[src/logic/dmwdt_pkg.sv]
// Constants and register layout of the dual-mode watchdog
package dmwdt_pkg;
   // ---------------------------------------------------------------
   // Bus and register offsets (byte addresses)
   // ---------------------------------------------------------------
   localparam int ADDR_W = 4;
   localparam logic [3:0] OFF_CONTROL = 4'h0;
   localparam logic [3:0] OFF_STATUS = 4'h4;
   localparam logic [3:0] OFF_MASK = 4'h8;

   // ---------------------------------------------------------------
   // Control register fields
   // ---------------------------------------------------------------
   localparam int CTL_KEY_LSB = 16;
   localparam int CTL_ON_BIT = 15;
   localparam int CTL_RUNPS_LSB = 8;
   localparam int CTL_RCLK_LSB = 6;
   localparam int CTL_SLPPS_LSB = 1;
   localparam int CTL_WIN_BIT = 0;
   localparam logic [15:0] CLEAR_KEY = 16'h5743;
   localparam logic CTL_ON_RST = 1'b0;

   // ---------------------------------------------------------------
   // Configuration word fields
   // ---------------------------------------------------------------
   localparam int CFG_FUSE_EN_BIT = 15;
   localparam int CFG_WIN_BIT = 12;
   localparam int CFG_SLPPS_LSB = 7;
   localparam int CFG_RCLK_LSB = 5;
   localparam int CFG_RUNPS_LSB = 0;

   // ---------------------------------------------------------------
   // Status, sources, counting
   // ---------------------------------------------------------------
   localparam int ST_TIMEOUT = 0;
   localparam int ST_WAKE = 1;
   localparam int ST_EARLY = 2;
   localparam int ST_W = 3;
   localparam logic [ST_W-1:0] ST_RST = 3'h0;
   localparam logic [ST_W-1:0] MASK_RST = 3'h0;
   localparam int NUM_SRC = 4;
   localparam logic [1:0] LOW_POWER_RC_OSC_SRC = 2'h3;
   localparam int CNT_W = 32;
   localparam int WIN_SHIFT = 2;
   localparam logic [CNT_W-1:0] CNT_ONE = 32'h1;
   localparam logic [CNT_W-1:0] CNT_RST = 32'h0;

   typedef enum logic {DMWDT_RUN, DMWDT_SLEEP} dmwdt_mode_t;
endpackage : dmwdt_pkg

[src/logic/dmwdt_tick_if.sv]
// Tick carrier between source synchroniser and watchdog core
`timescale 1ns/100ps
`default_nettype none
interface dmwdt_tick_if;
   logic [dmwdt_pkg::NUM_SRC-1:0] tick;
   modport src (output tick);
   modport snk (input tick);
endinterface : dmwdt_tick_if
`default_nettype wire

[src/logic/dmwdt_tick_sync.sv]
// Synchronises counting clock sources and turns rising edges into ticks
`timescale 1ns/100ps
`default_nettype none
module dmwdt_tick_sync (
   input wire logic clk_sys_i,
   input wire logic srst_i,
   input wire logic [dmwdt_pkg::NUM_SRC-1:0] src_clk_i,
   dmwdt_tick_if.src ticks
);
   import dmwdt_pkg::*;

   logic [NUM_SRC-1:0] meta_reg;
   logic [NUM_SRC-1:0] sync_reg;
   logic [NUM_SRC-1:0] last_reg;

   genvar g;
   generate
      for (g = 0; g < NUM_SRC; g++) begin : g_src
         // Sources are asynchronous; first stage feeds only the second
         always_ff @(posedge clk_sys_i) begin
            if (srst_i) begin
               meta_reg[g] <= 1'b0;
               sync_reg[g] <= 1'b0;
               last_reg[g] <= 1'b0;
            end else begin
               meta_reg[g] <= src_clk_i[g];
               sync_reg[g] <= meta_reg[g];
               last_reg[g] <= sync_reg[g];
            end
         end
         assign ticks.tick[g] = sync_reg[g] & ~last_reg[g];
      end
   endgenerate
endmodule : dmwdt_tick_sync
`default_nettype wire

[src/logic/dmwdt_top.sv]
// Dual-mode watchdog with Avalon-MM register slave
//
// Implementation choices: the register addresses and register access over Avalon-MM.
`timescale 1ns/100ps
`default_nettype none
// Overview of operation
// [RULE1] A 16-bit write of 0x5743 to the upper half of control restarts the count.
// [RULE2] The clear-key field is write-only and reads as zero.
// [RULE3] Control bit 15 is a read/write enable of the watchdog.
// [RULE4] The software enable counts only while the fuse enable is zero.
// [RULE5] Control bits 14 and 13 read as zero.
// [RULE6] Bits 12 to 8 shadow the run postscale setting, loaded on every reset.
// [RULE7] Bits 7 to 6 shadow the run clock selection and pick the run counting source.
// [RULE8] Bits 5 to 1 shadow the sleep/idle postscale setting, loaded on reset.
// [RULE9] Bit 0 is the read/write window enable, loaded on reset from the config word.
// [RULE10] A time-out while enabled and running resets the device.
// [RULE11] A time-out during sleep or idle wakes the device instead.
// [RULE12] In sleep or idle the counter runs from the low-power RC oscillator.
// [RULE13] Run and sleep time-outs use their own postscale fields.
// [RULE14] Time-out occurs when the counter reaches two to the power of the postscale.
// [RULE15] In windowed mode a key write before the window opens resets the device.
module dmwdt_top (
   input wire logic clk_sys_i,
   input wire logic srst_i,
   input wire logic [dmwdt_pkg::ADDR_W-1:0] avs_address_i,
   input wire logic avs_read_i,
   input wire logic avs_write_i,
   input wire logic [31:0] avs_writedata_i,
   input wire logic [3:0] avs_byteenable_i,
   output logic [31:0] avs_readdata_o,
   output logic avs_waitrequest_o,
   input wire logic [15:0] watchdog_config_word_i,
   input wire logic sleep_i,
   input wire logic [dmwdt_pkg::NUM_SRC-1:0] src_clk_i,
   output logic device_reset_o,
   output logic wake_o,
   output logic irq_o
);
   import dmwdt_pkg::*;

   // ---------------------------------------------------------------
   // Declarations
   // ---------------------------------------------------------------
   dmwdt_tick_if tick_bus ();

   logic on_reg;
   logic on_next;
   logic [4:0] run_ps_reg;
   logic [1:0] run_clk_reg;
   logic [4:0] slp_ps_reg;
   logic win_reg;
   logic win_next;
   logic [ST_W-1:0] status_reg;
   logic [ST_W-1:0] status_next;
   logic [ST_W-1:0] mask_reg;
   logic [ST_W-1:0] mask_next;
   logic [CNT_W-1:0] cnt_reg;
   logic [CNT_W-1:0] cnt_next;
   dmwdt_mode_t mode_reg;
   dmwdt_mode_t mode_next;
   logic ack_reg;
   logic ack_next;
   logic wait_reg;
   logic [31:0] rdata_reg;
   logic [31:0] rdata_next;
   logic rst_out_reg;
   logic wake_reg;
   logic irq_reg;

   // ---------------------------------------------------------------
   // Bus decode
   // ---------------------------------------------------------------
   wire req = avs_read_i | avs_write_i;
   // Writes land at the edge where waitrequest is seen low
   wire wr_go = avs_write_i & ack_reg;
   wire sel_ctl = (avs_address_i == OFF_CONTROL);
   wire sel_st = (avs_address_i == OFF_STATUS);
   wire sel_mask = (avs_address_i == OFF_MASK);
   wire wr_ctl = wr_go & sel_ctl;
   wire wr_st = wr_go & sel_st & avs_byteenable_i[0];
   wire wr_mask = wr_go & sel_mask & avs_byteenable_i[0];
   wire key_lanes = (avs_byteenable_i[3:2] == 2'b11);
   // [RULE1] exact key check
   wire key_ok = wr_ctl & key_lanes & (avs_writedata_i[31:CTL_KEY_LSB] == CLEAR_KEY);

   assign ack_next = req & ~ack_reg;

   // ---------------------------------------------------------------
   // Enable and counting selection
   // ---------------------------------------------------------------
   wire fuse_en = watchdog_config_word_i[CFG_FUSE_EN_BIT];
   // [RULE4] fuse overrides software enable
   wire active = fuse_en | on_reg;
   wire in_sleep = (mode_reg == DMWDT_SLEEP);
   // [RULE7] [RULE12] source choice per mode
   wire [1:0] src_sel = in_sleep ? LOW_POWER_RC_OSC_SRC : run_clk_reg;
   wire tick = tick_bus.tick[src_sel];
   // [RULE13] postscale per mode
   wire [4:0] ps_sel = in_sleep ? slp_ps_reg : run_ps_reg;
   // [RULE14] terminal count two to the power ps
   wire [CNT_W-1:0] term = CNT_ONE << ps_sel;
   wire [CNT_W-1:0] win_open = term - (term >> WIN_SHIFT);
   wire expire = active & tick & (cnt_reg >= term - CNT_ONE);
   // [RULE15] clear before window opens
   wire early = active & key_ok & win_reg & (cnt_reg < win_open);
   wire fault_run = ~in_sleep & (expire | early);
   wire wake_ev = in_sleep & expire;

   // ---------------------------------------------------------------
   // Next-state logic
   // ---------------------------------------------------------------
   // [RULE3] software enable bit
   assign on_next = (wr_ctl & avs_byteenable_i[1]) ? avs_writedata_i[CTL_ON_BIT] : on_reg;
   // [RULE9] window enable writable
   assign win_next = (wr_ctl & avs_byteenable_i[0]) ? avs_writedata_i[CTL_WIN_BIT] : win_reg;
   assign mask_next = wr_mask ? avs_writedata_i[ST_W-1:0] : mask_reg;
   assign mode_next = sleep_i ? DMWDT_SLEEP : DMWDT_RUN;

   // Events win over a same-cycle write-one clear
   wire [ST_W-1:0] st_set = {early & ~in_sleep, wake_ev, expire & ~in_sleep};
   wire [ST_W-1:0] st_clr = wr_st ? avs_writedata_i[ST_W-1:0] : {ST_W{1'b0}};
   assign status_next = (status_reg & ~st_clr) | st_set;

   // Mode change restarts the count so periods never mix
   always_comb begin
      cnt_next = cnt_reg;
      if (!active || key_ok || expire || early || (mode_next != mode_reg)) begin
         // [RULE1] restart on valid key
         cnt_next = CNT_RST;
      end else if (tick) begin
         cnt_next = cnt_reg + CNT_ONE;
      end
   end

   // ---------------------------------------------------------------
   // Read data
   // ---------------------------------------------------------------
   // [RULE2] [RULE5] key reads zero, gap reads zero
   wire [31:0] ctl_rd = {16'h0000, on_reg, 2'b00, run_ps_reg, run_clk_reg, slp_ps_reg, win_reg};
   wire [31:0] st_rd = {{(32-ST_W){1'b0}}, status_reg};
   wire [31:0] mask_rd = {{(32-ST_W){1'b0}}, mask_reg};
   // Unmapped addresses read as zero and ignore writes
   assign rdata_next = sel_ctl ? ctl_rd : sel_st ? st_rd : sel_mask ? mask_rd : 32'h0;

   // ---------------------------------------------------------------
   // Registers
   // ---------------------------------------------------------------
   always_ff @(posedge clk_sys_i) begin
      if (srst_i) begin
         on_reg <= CTL_ON_RST;
         status_reg <= ST_RST;
         mask_reg <= MASK_RST;
         mode_reg <= DMWDT_RUN;
      end else begin
         on_reg <= on_next;
         status_reg <= status_next;
         mask_reg <= mask_next;
         mode_reg <= mode_next;
      end
   end

   // Shadow fields reload from the config word in every reset
   always_ff @(posedge clk_sys_i) begin
      if (srst_i) begin
         // [RULE6] [RULE7] [RULE8] [RULE9] shadow load
         run_ps_reg <= watchdog_config_word_i[CFG_RUNPS_LSB +: 5];
         run_clk_reg <= watchdog_config_word_i[CFG_RCLK_LSB +: 2];
         slp_ps_reg <= watchdog_config_word_i[CFG_SLPPS_LSB +: 5];
         win_reg <= watchdog_config_word_i[CFG_WIN_BIT];
      end else begin
         win_reg <= win_next;
      end
   end

   always_ff @(posedge clk_sys_i) begin
      if (srst_i) begin
         cnt_reg <= CNT_RST;
      end else begin
         cnt_reg <= cnt_next;
      end
   end

   always_ff @(posedge clk_sys_i) begin
      if (srst_i) begin
         ack_reg <= 1'b0;
         wait_reg <= 1'b1;
         rdata_reg <= 32'h0;
      end else begin
         ack_reg <= ack_next;
         wait_reg <= ~ack_next;
         rdata_reg <= ack_next ? rdata_next : rdata_reg;
      end
   end

   always_ff @(posedge clk_sys_i) begin
      if (srst_i) begin
         rst_out_reg <= 1'b0;
         wake_reg <= 1'b0;
         irq_reg <= 1'b0;
      end else begin
         // [RULE10] [RULE15] device reset pulse
         rst_out_reg <= fault_run;
         // [RULE11] wake instead of reset
         wake_reg <= wake_ev;
         irq_reg <= |(status_next & mask_next);
      end
   end

   assign avs_readdata_o = rdata_reg;
   assign avs_waitrequest_o = wait_reg;
   assign device_reset_o = rst_out_reg;
   assign wake_o = wake_reg;
   assign irq_o = irq_reg;

   // ---------------------------------------------------------------
   // Source synchroniser
   // ---------------------------------------------------------------
   dmwdt_tick_sync u_sync (
      .clk_sys_i(clk_sys_i),
      .srst_i(srst_i),
      .src_clk_i(src_clk_i),
      .ticks(tick_bus.src)
   );

   // ---------------------------------------------------------------
   // Assertions
   // ---------------------------------------------------------------
   key_restart_a: assert property (@(posedge clk_sys_i) disable iff (srst_i) // [RULE1]
      key_ok && !early |=> cnt_reg == CNT_RST)
      else $error("counter not restarted by key");

   key_readzero_a: assert property (@(posedge clk_sys_i) disable iff (srst_i) // [RULE2]
      !avs_waitrequest_o && $past(sel_ctl) |-> avs_readdata_o[31:16] == 16'h0000)
      else $error("key field read nonzero");

   enable_write_a: assert property (@(posedge clk_sys_i) disable iff (srst_i) // [RULE3]
      wr_ctl && avs_byteenable_i[1] |=> on_reg == $past(avs_writedata_i[CTL_ON_BIT]))
      else $error("enable bit not written");

   disabled_idle_a: assert property (@(posedge clk_sys_i) disable iff (srst_i) // [RULE4]
      !fuse_en && !on_reg |=> cnt_reg == CNT_RST ##1 !device_reset_o)
      else $error("disabled watchdog still counts");

   gap_zero_a: assert property (@(posedge clk_sys_i) disable iff (srst_i) // [RULE5]
      !avs_waitrequest_o && $past(sel_ctl) |-> avs_readdata_o[14:13] == 2'b00)
      else $error("unimplemented bits read nonzero");

   shadow_load_a: assert property (@(posedge clk_sys_i) // [RULE6]
      $fell(srst_i) |-> run_ps_reg == watchdog_config_word_i[CFG_RUNPS_LSB +: 5])
      else $error("run postscale not loaded");

   run_timeout_a: assert property (@(posedge clk_sys_i) disable iff (srst_i) // [RULE10]
      expire && !in_sleep |=> device_reset_o && !wake_o)
      else $error("run time-out did not reset");

   sleep_wake_a: assert property (@(posedge clk_sys_i) disable iff (srst_i) // [RULE11]
      expire && in_sleep |=> wake_o && !device_reset_o)
      else $error("sleep time-out did not wake");

   low_power_rc_osc_sleep_a: assert property (@(posedge clk_sys_i) disable iff (srst_i) // [RULE12]
      in_sleep && active && !tick_bus.tick[LOW_POWER_RC_OSC_SRC] && !key_ok |=> cnt_reg <= $past(cnt_reg))
      else $error("sleep count not on low-power source");

   early_fault_a: assert property (@(posedge clk_sys_i) disable iff (srst_i) // [RULE15]
      early && !in_sleep |=> device_reset_o && status_reg[ST_EARLY])
      else $error("early clear not faulted");

   shadow_clk_a: assert property (@(posedge clk_sys_i) // [RULE7]
      $fell(srst_i) |-> run_clk_reg == watchdog_config_word_i[CFG_RCLK_LSB +: 2])
      else $error("run clock select not loaded");

   shadow_sleep_a: assert property (@(posedge clk_sys_i) // [RULE8]
      $fell(srst_i) |-> slp_ps_reg == watchdog_config_word_i[CFG_SLPPS_LSB +: 5])
      else $error("sleep postscale not loaded");

   window_load_a: assert property (@(posedge clk_sys_i) // [RULE9]
      $fell(srst_i) |-> win_reg == watchdog_config_word_i[CFG_WIN_BIT])
      else $error("window enable not loaded");

   shadow_readonly_a: assert property (@(posedge clk_sys_i) disable iff (srst_i) // [RULE6]
      !srst_i |=> $stable(run_ps_reg) && $stable(run_clk_reg) && $stable(slp_ps_reg))
      else $error("shadow field changed outside reset");

   window_write_a: assert property (@(posedge clk_sys_i) disable iff (srst_i) // [RULE9]
      wr_ctl && avs_byteenable_i[0] |=> win_reg == $past(avs_writedata_i[CTL_WIN_BIT]))
      else $error("window enable not written");

   run_source_a: assert property (@(posedge clk_sys_i) disable iff (srst_i) // [RULE7]
      !in_sleep && active && !tick_bus.tick[run_clk_reg] |=> cnt_reg <= $past(cnt_reg))
      else $error("run count not on selected source");

   run_period_a: assert property (@(posedge clk_sys_i) disable iff (srst_i) // [RULE13]
      !in_sleep && active && tick_bus.tick[run_clk_reg]
         && cnt_reg == (CNT_ONE << run_ps_reg) - CNT_ONE |=> device_reset_o)
      else $error("run period not from run postscale");

   sleep_period_a: assert property (@(posedge clk_sys_i) disable iff (srst_i) // [RULE13]
      in_sleep && active && tick_bus.tick[LOW_POWER_RC_OSC_SRC]
         && cnt_reg == (CNT_ONE << slp_ps_reg) - CNT_ONE |=> wake_o)
      else $error("sleep period not from sleep postscale");

   early_count_a: assert property (@(posedge clk_sys_i) disable iff (srst_i) // [RULE14]
      active && !in_sleep && !key_ok
         && cnt_reg < (CNT_ONE << run_ps_reg) - CNT_ONE |=> !device_reset_o)
      else $error("reset before terminal count");

   // Status bits only drop through a write-one clear
   status_sticky_a: assert property (@(posedge clk_sys_i) disable iff (srst_i)
      !wr_st |=> (status_reg & $past(status_reg)) == $past(status_reg))
      else $error("status bit lost without clear");

   irq_level_a: assert property (@(posedge clk_sys_i) disable iff (srst_i)
      irq_o == |(status_reg & mask_reg))
      else $error("interrupt level wrong");

   wait_single_a: assert property (@(posedge clk_sys_i) disable iff (srst_i)
      !avs_waitrequest_o |=> avs_waitrequest_o)
      else $error("waitrequest low too long");
endmodule : dmwdt_top
`default_nettype wire

[config.mk]
export PLATFORM = sky130hd
export DESIGN_NAME = dmwdt_top
export DESIGN_NICKNAME = d
export VERILOG_FILES = /design/src/logic/dmwdt_pkg.sv /design/src/logic/dmwdt_tick_if.sv /design/src/logic/dmwdt_tick_sync.sv /design/src/logic/dmwdt_top.sv
export SDC_FILE = /design/constraint.sdc
export NUM_CORES = 1
export LEC_CHECK = 0
export BUFFER_PORTS_ARGS = -buffer_cell sky130_fd_sc_hd__clkbuf_2
export CAP_MARGIN = 30
export CORE_MARGIN = 3
export CORE_UTILIZATION = 35
export DETAILED_ROUTE_END_ITERATION = 10
export SLEW_MARGIN = 20
export SYNTH_ARGS = -nofsm -noshare
export SYNTH_HDL_FRONTEND = slang
export SYNTH_SLANG_ARGS = --single-unit
[constraint.sdc]
create_clock -name clk_sys_i -period 13.8 [get_ports clk_sys_i]
set_input_delay 2.76 -clock clk_sys_i [delete_from_list [all_inputs] [get_ports clk_sys_i]]
set_output_delay 2.76 -clock clk_sys_i [all_outputs]
set_load 0.01 [all_outputs]
==> metrics.md <==
| Metric | Value |
|---|---|
| Critical path, cell by cell | `mux2_2 -> inv_1 -> nand2_1 -> nor2_1 -> ha_1 -> inv_1 -> fa_1 -> a21oi_2 -> o221ai_2 -> a31oi_4 -> o22ai_2 -> a2111oi_4 -> o31ai_2 -> a311oi_2 -> xor2_1 -> ha_1 -> nand4_1 -> o2111a_1 -> a32o_1 -> a221o_1` |
| CP max stage cell | `dfxtp_1` |
| Synth cell types | `87` |
| Async SR Flop Fraction | `0` |
| Largest net degree at the start of global routing | `37` |
| Synth Area in Compound Gates | `0.197` |
| Clock tree from TritonCTS | `yes` |
| Largest family of logic cells by synthesized area | `simple AND/OR/NAND/NOR gates` |
| Worst hold path startpoint | `u_sync.meta_reg[3]` |
| FF-to-FF path depth | `20` |
| VDD IR max | `0.0847 mV` |
| Worst hold stages | `1` |
| Die height | `149 um` |
| XOR/XNOR share of the synthesized area | `0.0855` |
| CORE AREA | `19800 um2` |
| Worst-path fanout max | `24` |
| Max-cap violations | `0` |
| All-Layer GR Usage | `0.164` |
| Clock transition at the registers of the reported paths | `70 ps` |
| Flip-flop and latch count after synthesis | `84` |
| Dpl cell area | `7690 um2` |
| Pwr dens | `98.4 nW/um2` |
| Delay-heaviest family, CP | `compound AO/OA/AOI/OAI gates` |
| Postcts setup bufs | `0` |
| Die Wd | `149 um` |
| Cells after Synth | `871` |
| Max H-tree Level | `3` |
| # hold bufs at CTS | `0` |
| DRC errors left | `0` |
| Max Slew Vio Count | `0` |
| Vias in the first global route | `5895` |
| Final hold slack | `approximately 440 ps` |
| PostCTS Resize Cnt | `0` |
| Ys Warns | `0` |
| Post-synthesis sequential area ratio | `0.253` |
| Largest stage delay, worst path | `730 ps` |
| CTS Buf Count | `9` |
| Clk buf depth | `2` |
| Lkg Pwr | `3.76 nW` |
| Post-DP HPWL | `14100 um` |
| CP endpoint kind | `flip-flop` |
| CTS sink count | `84` |
| I/O pin count | `about 100` |
| Synth Area in Simple Gates | `0.224` |
| RR Endpoint | `irq_o` |
| EDFF count, synth | `13` |
| Post-synth top area share | `0.198` |
| Post-synthesis mux area share | `0.0105` |
| Post-synthesis instance area | `7170 um2` |
| Vias per cell | `between 5 and 6` |
| Final Cell Area | `8020 um2` |
| GR Overflow Total | `0` |
| Clk_skew | `15.1 ps` |
| Area Overhead vs Synth | `11.8%` |
| Post-layout nets | `between 1k and 1.5k` |
| CP arrival | `roughly 6300 ps` |
| Fillers | `2049` |
| Final ANT Viol Nets | `0` |
| Hold Path Sink | `u_sync.sync_reg[3]` |
| Slew HR | `0.471` |
| CP bufs+invs | `2` |
| Max reg flops | `32` |
| Vias post-DR | `6232` |
| Placement row count | `51` |
| First-pass GRT wire length | `29600 um` |
| Initial Util | `0.363` |
| Dominant cell type by area after synthesis | `dfxtp_1` |
| Post-layout min period | `6060 ps` |
| Min-Delay Path Class | `flip-flop to flip-flop` |
| Syn avg cell area | `8.24 um2` |
| Avg WL per Cell | `roughly 15 um` |
| Max frequency | `165 MHz` |
| Later-pin clock latency in the skew report | `360 ps` |
| Root Buffer | `clkbuf_16` |
| Most frequent cell after synthesis | `ha_1` |
| Critical path launch point type | `flip-flop` |
| Antenna violations before repair | `0` |
| RSZ-0062 raised after global routing | `no` |
| Status | `completed` |
| Predominant post-synthesis flop cell | `dfxtp_1` |
| R2R setup slack | `slightly below 8000 ps` |
| Port Buf Inserts | `roughly 70` |
| GP Congestion | `0.898` |
| Final period util | `0.439` |
| Crit path kind | `flip-flop to flip-flop` |
| Final wirelength | `17900 um` |
| Layout cells sized above 1 | `0.130` |
| Slew @ Worst Pin | `794 ps` |
| Ranking of synthesized cells by area | `dfxtp_1 20%, ha_1 17%, edfxtp_1 5.4%, nor2_1 4.9%, xnor2_1 4.5%` |
| Synth top cells by count | `95 x ha_1, 94 x nor2_1, 84 x nand2_1, 71 x dfxtp_1, 60 x a21oi_1` |
| Finish-stage setup viols | `0` |
| Post-Synth Adder-Cell Area | `0.168` |
| Fin Setup TNS | `0 ps` |
| Reg2Reg Launch Point | `in_sleep` |
| Drt pass-1 iters | `5` |
| DRT iter0 DRCs | `331` |
| Area of the die | `22300 um2` |
| Final hold viol count | `0` |
| CP required | `between 10000 and 15000 ps` |
| Number of diodes | `0` |
[through the flow]
stage                     cells   util  setup WS [ps]  total power, mW
after global placement     1184  0.389           7600            0.536
after global routing       1202  0.405           7360            0.842
after detailed placement   1184  0.389           7490            0.540
after CTS                  1200  0.404           7470            0.794
after floorplan             888      -           8850            0.482
final                      1202  0.405           7740            0.789
[layout by cell type, fill, tap and decap left out, types with 10 or more instances in the layout]
cell,instances
a21o_1,23
a21oi_1,60
a22o_1,12
and3_1,15
clkbuf_2,68
conb_1,19
dfxtp_1,71
edfxtp_1,13
ha_1,95
inv_1,55
nand2_1,84
nand2b_1,10
nand3_1,25
nand4_1,26
nor2_1,94
nor2b_1,20
nor3_1,13
o21ai_0,17
o21ai_1,12
xnor2_1,37
xor2_1,33
[kinds of logic after synthesis]
kind of cell	count (synthesis)
multiplexers	7
other	2
XOR/XNOR	70
buffers and inverters	95
AND/OR/NAND/NOR	323
flip-flops	84
adder cells (fa/ha/maj)	96
AO/OA/AOI/OAI	194
[how the worst max path moves through the flow]
| stage | endpoint | slack, ps | startpoint | cells after the start |
|---|---|---|---|---|
| finish | irq_o | 7740 | in_sleep | 20 |
| global route | irq_o | 7360 | in_sleep | 20 |
| CTS | irq_o | 7470 | in_sleep | 20 |
| detailed placement | irq_o | 7490 | in_sleep | 20 |
| global placement | irq_o | 7600 | in_sleep | 20 |
| floorplan | irq_o | 8850 | in_sleep | 22 |
[layer usage]
metal	wire, um	track usage
met4	165	0.0297
met2	8510	0.272
met1	8580	0.226
met5	0	0
met3	690	0.0280
[worst reg2reg max path: stages, from the launching register on]
cell       delay, ps
dfxtp_1          730
mux2_2           610
inv_1            460
nand2_1          110
nor2_1           270
ha_1             230
inv_1             50
fa_1             410
a21oi_2          200
o221ai_2         190
a31oi_4          270
o22ai_2          200
a2111oi_4        390
o31ai_2          130
a311oi_2         300
xor2_1           110
ha_1             300
nand4_1          140
o2111a_1         300
a32o_1           230
a221o_1          320
[final cells by class]
type	count	area, um2	share of cell area
clock inverters	7	81.3	0.0101
clock buffers	9	225	0.0281
flip-flops and latches	84	1810	0.226
repair buffers	72	374	0.0467
multi-input cells	709	4980	0.622
well taps	265	332	0.0414
inverters	56	210	0.0262
[power breakdown]
group          switching [mW]  internal (mW)  total [mW]
Clock                   0.121          0.129       0.250
Combinational           0.162          0.115       0.277
Sequential            0.00665          0.254       0.261
Total                   0.290          0.498       0.789
Power figures use the tool's default switching activity.
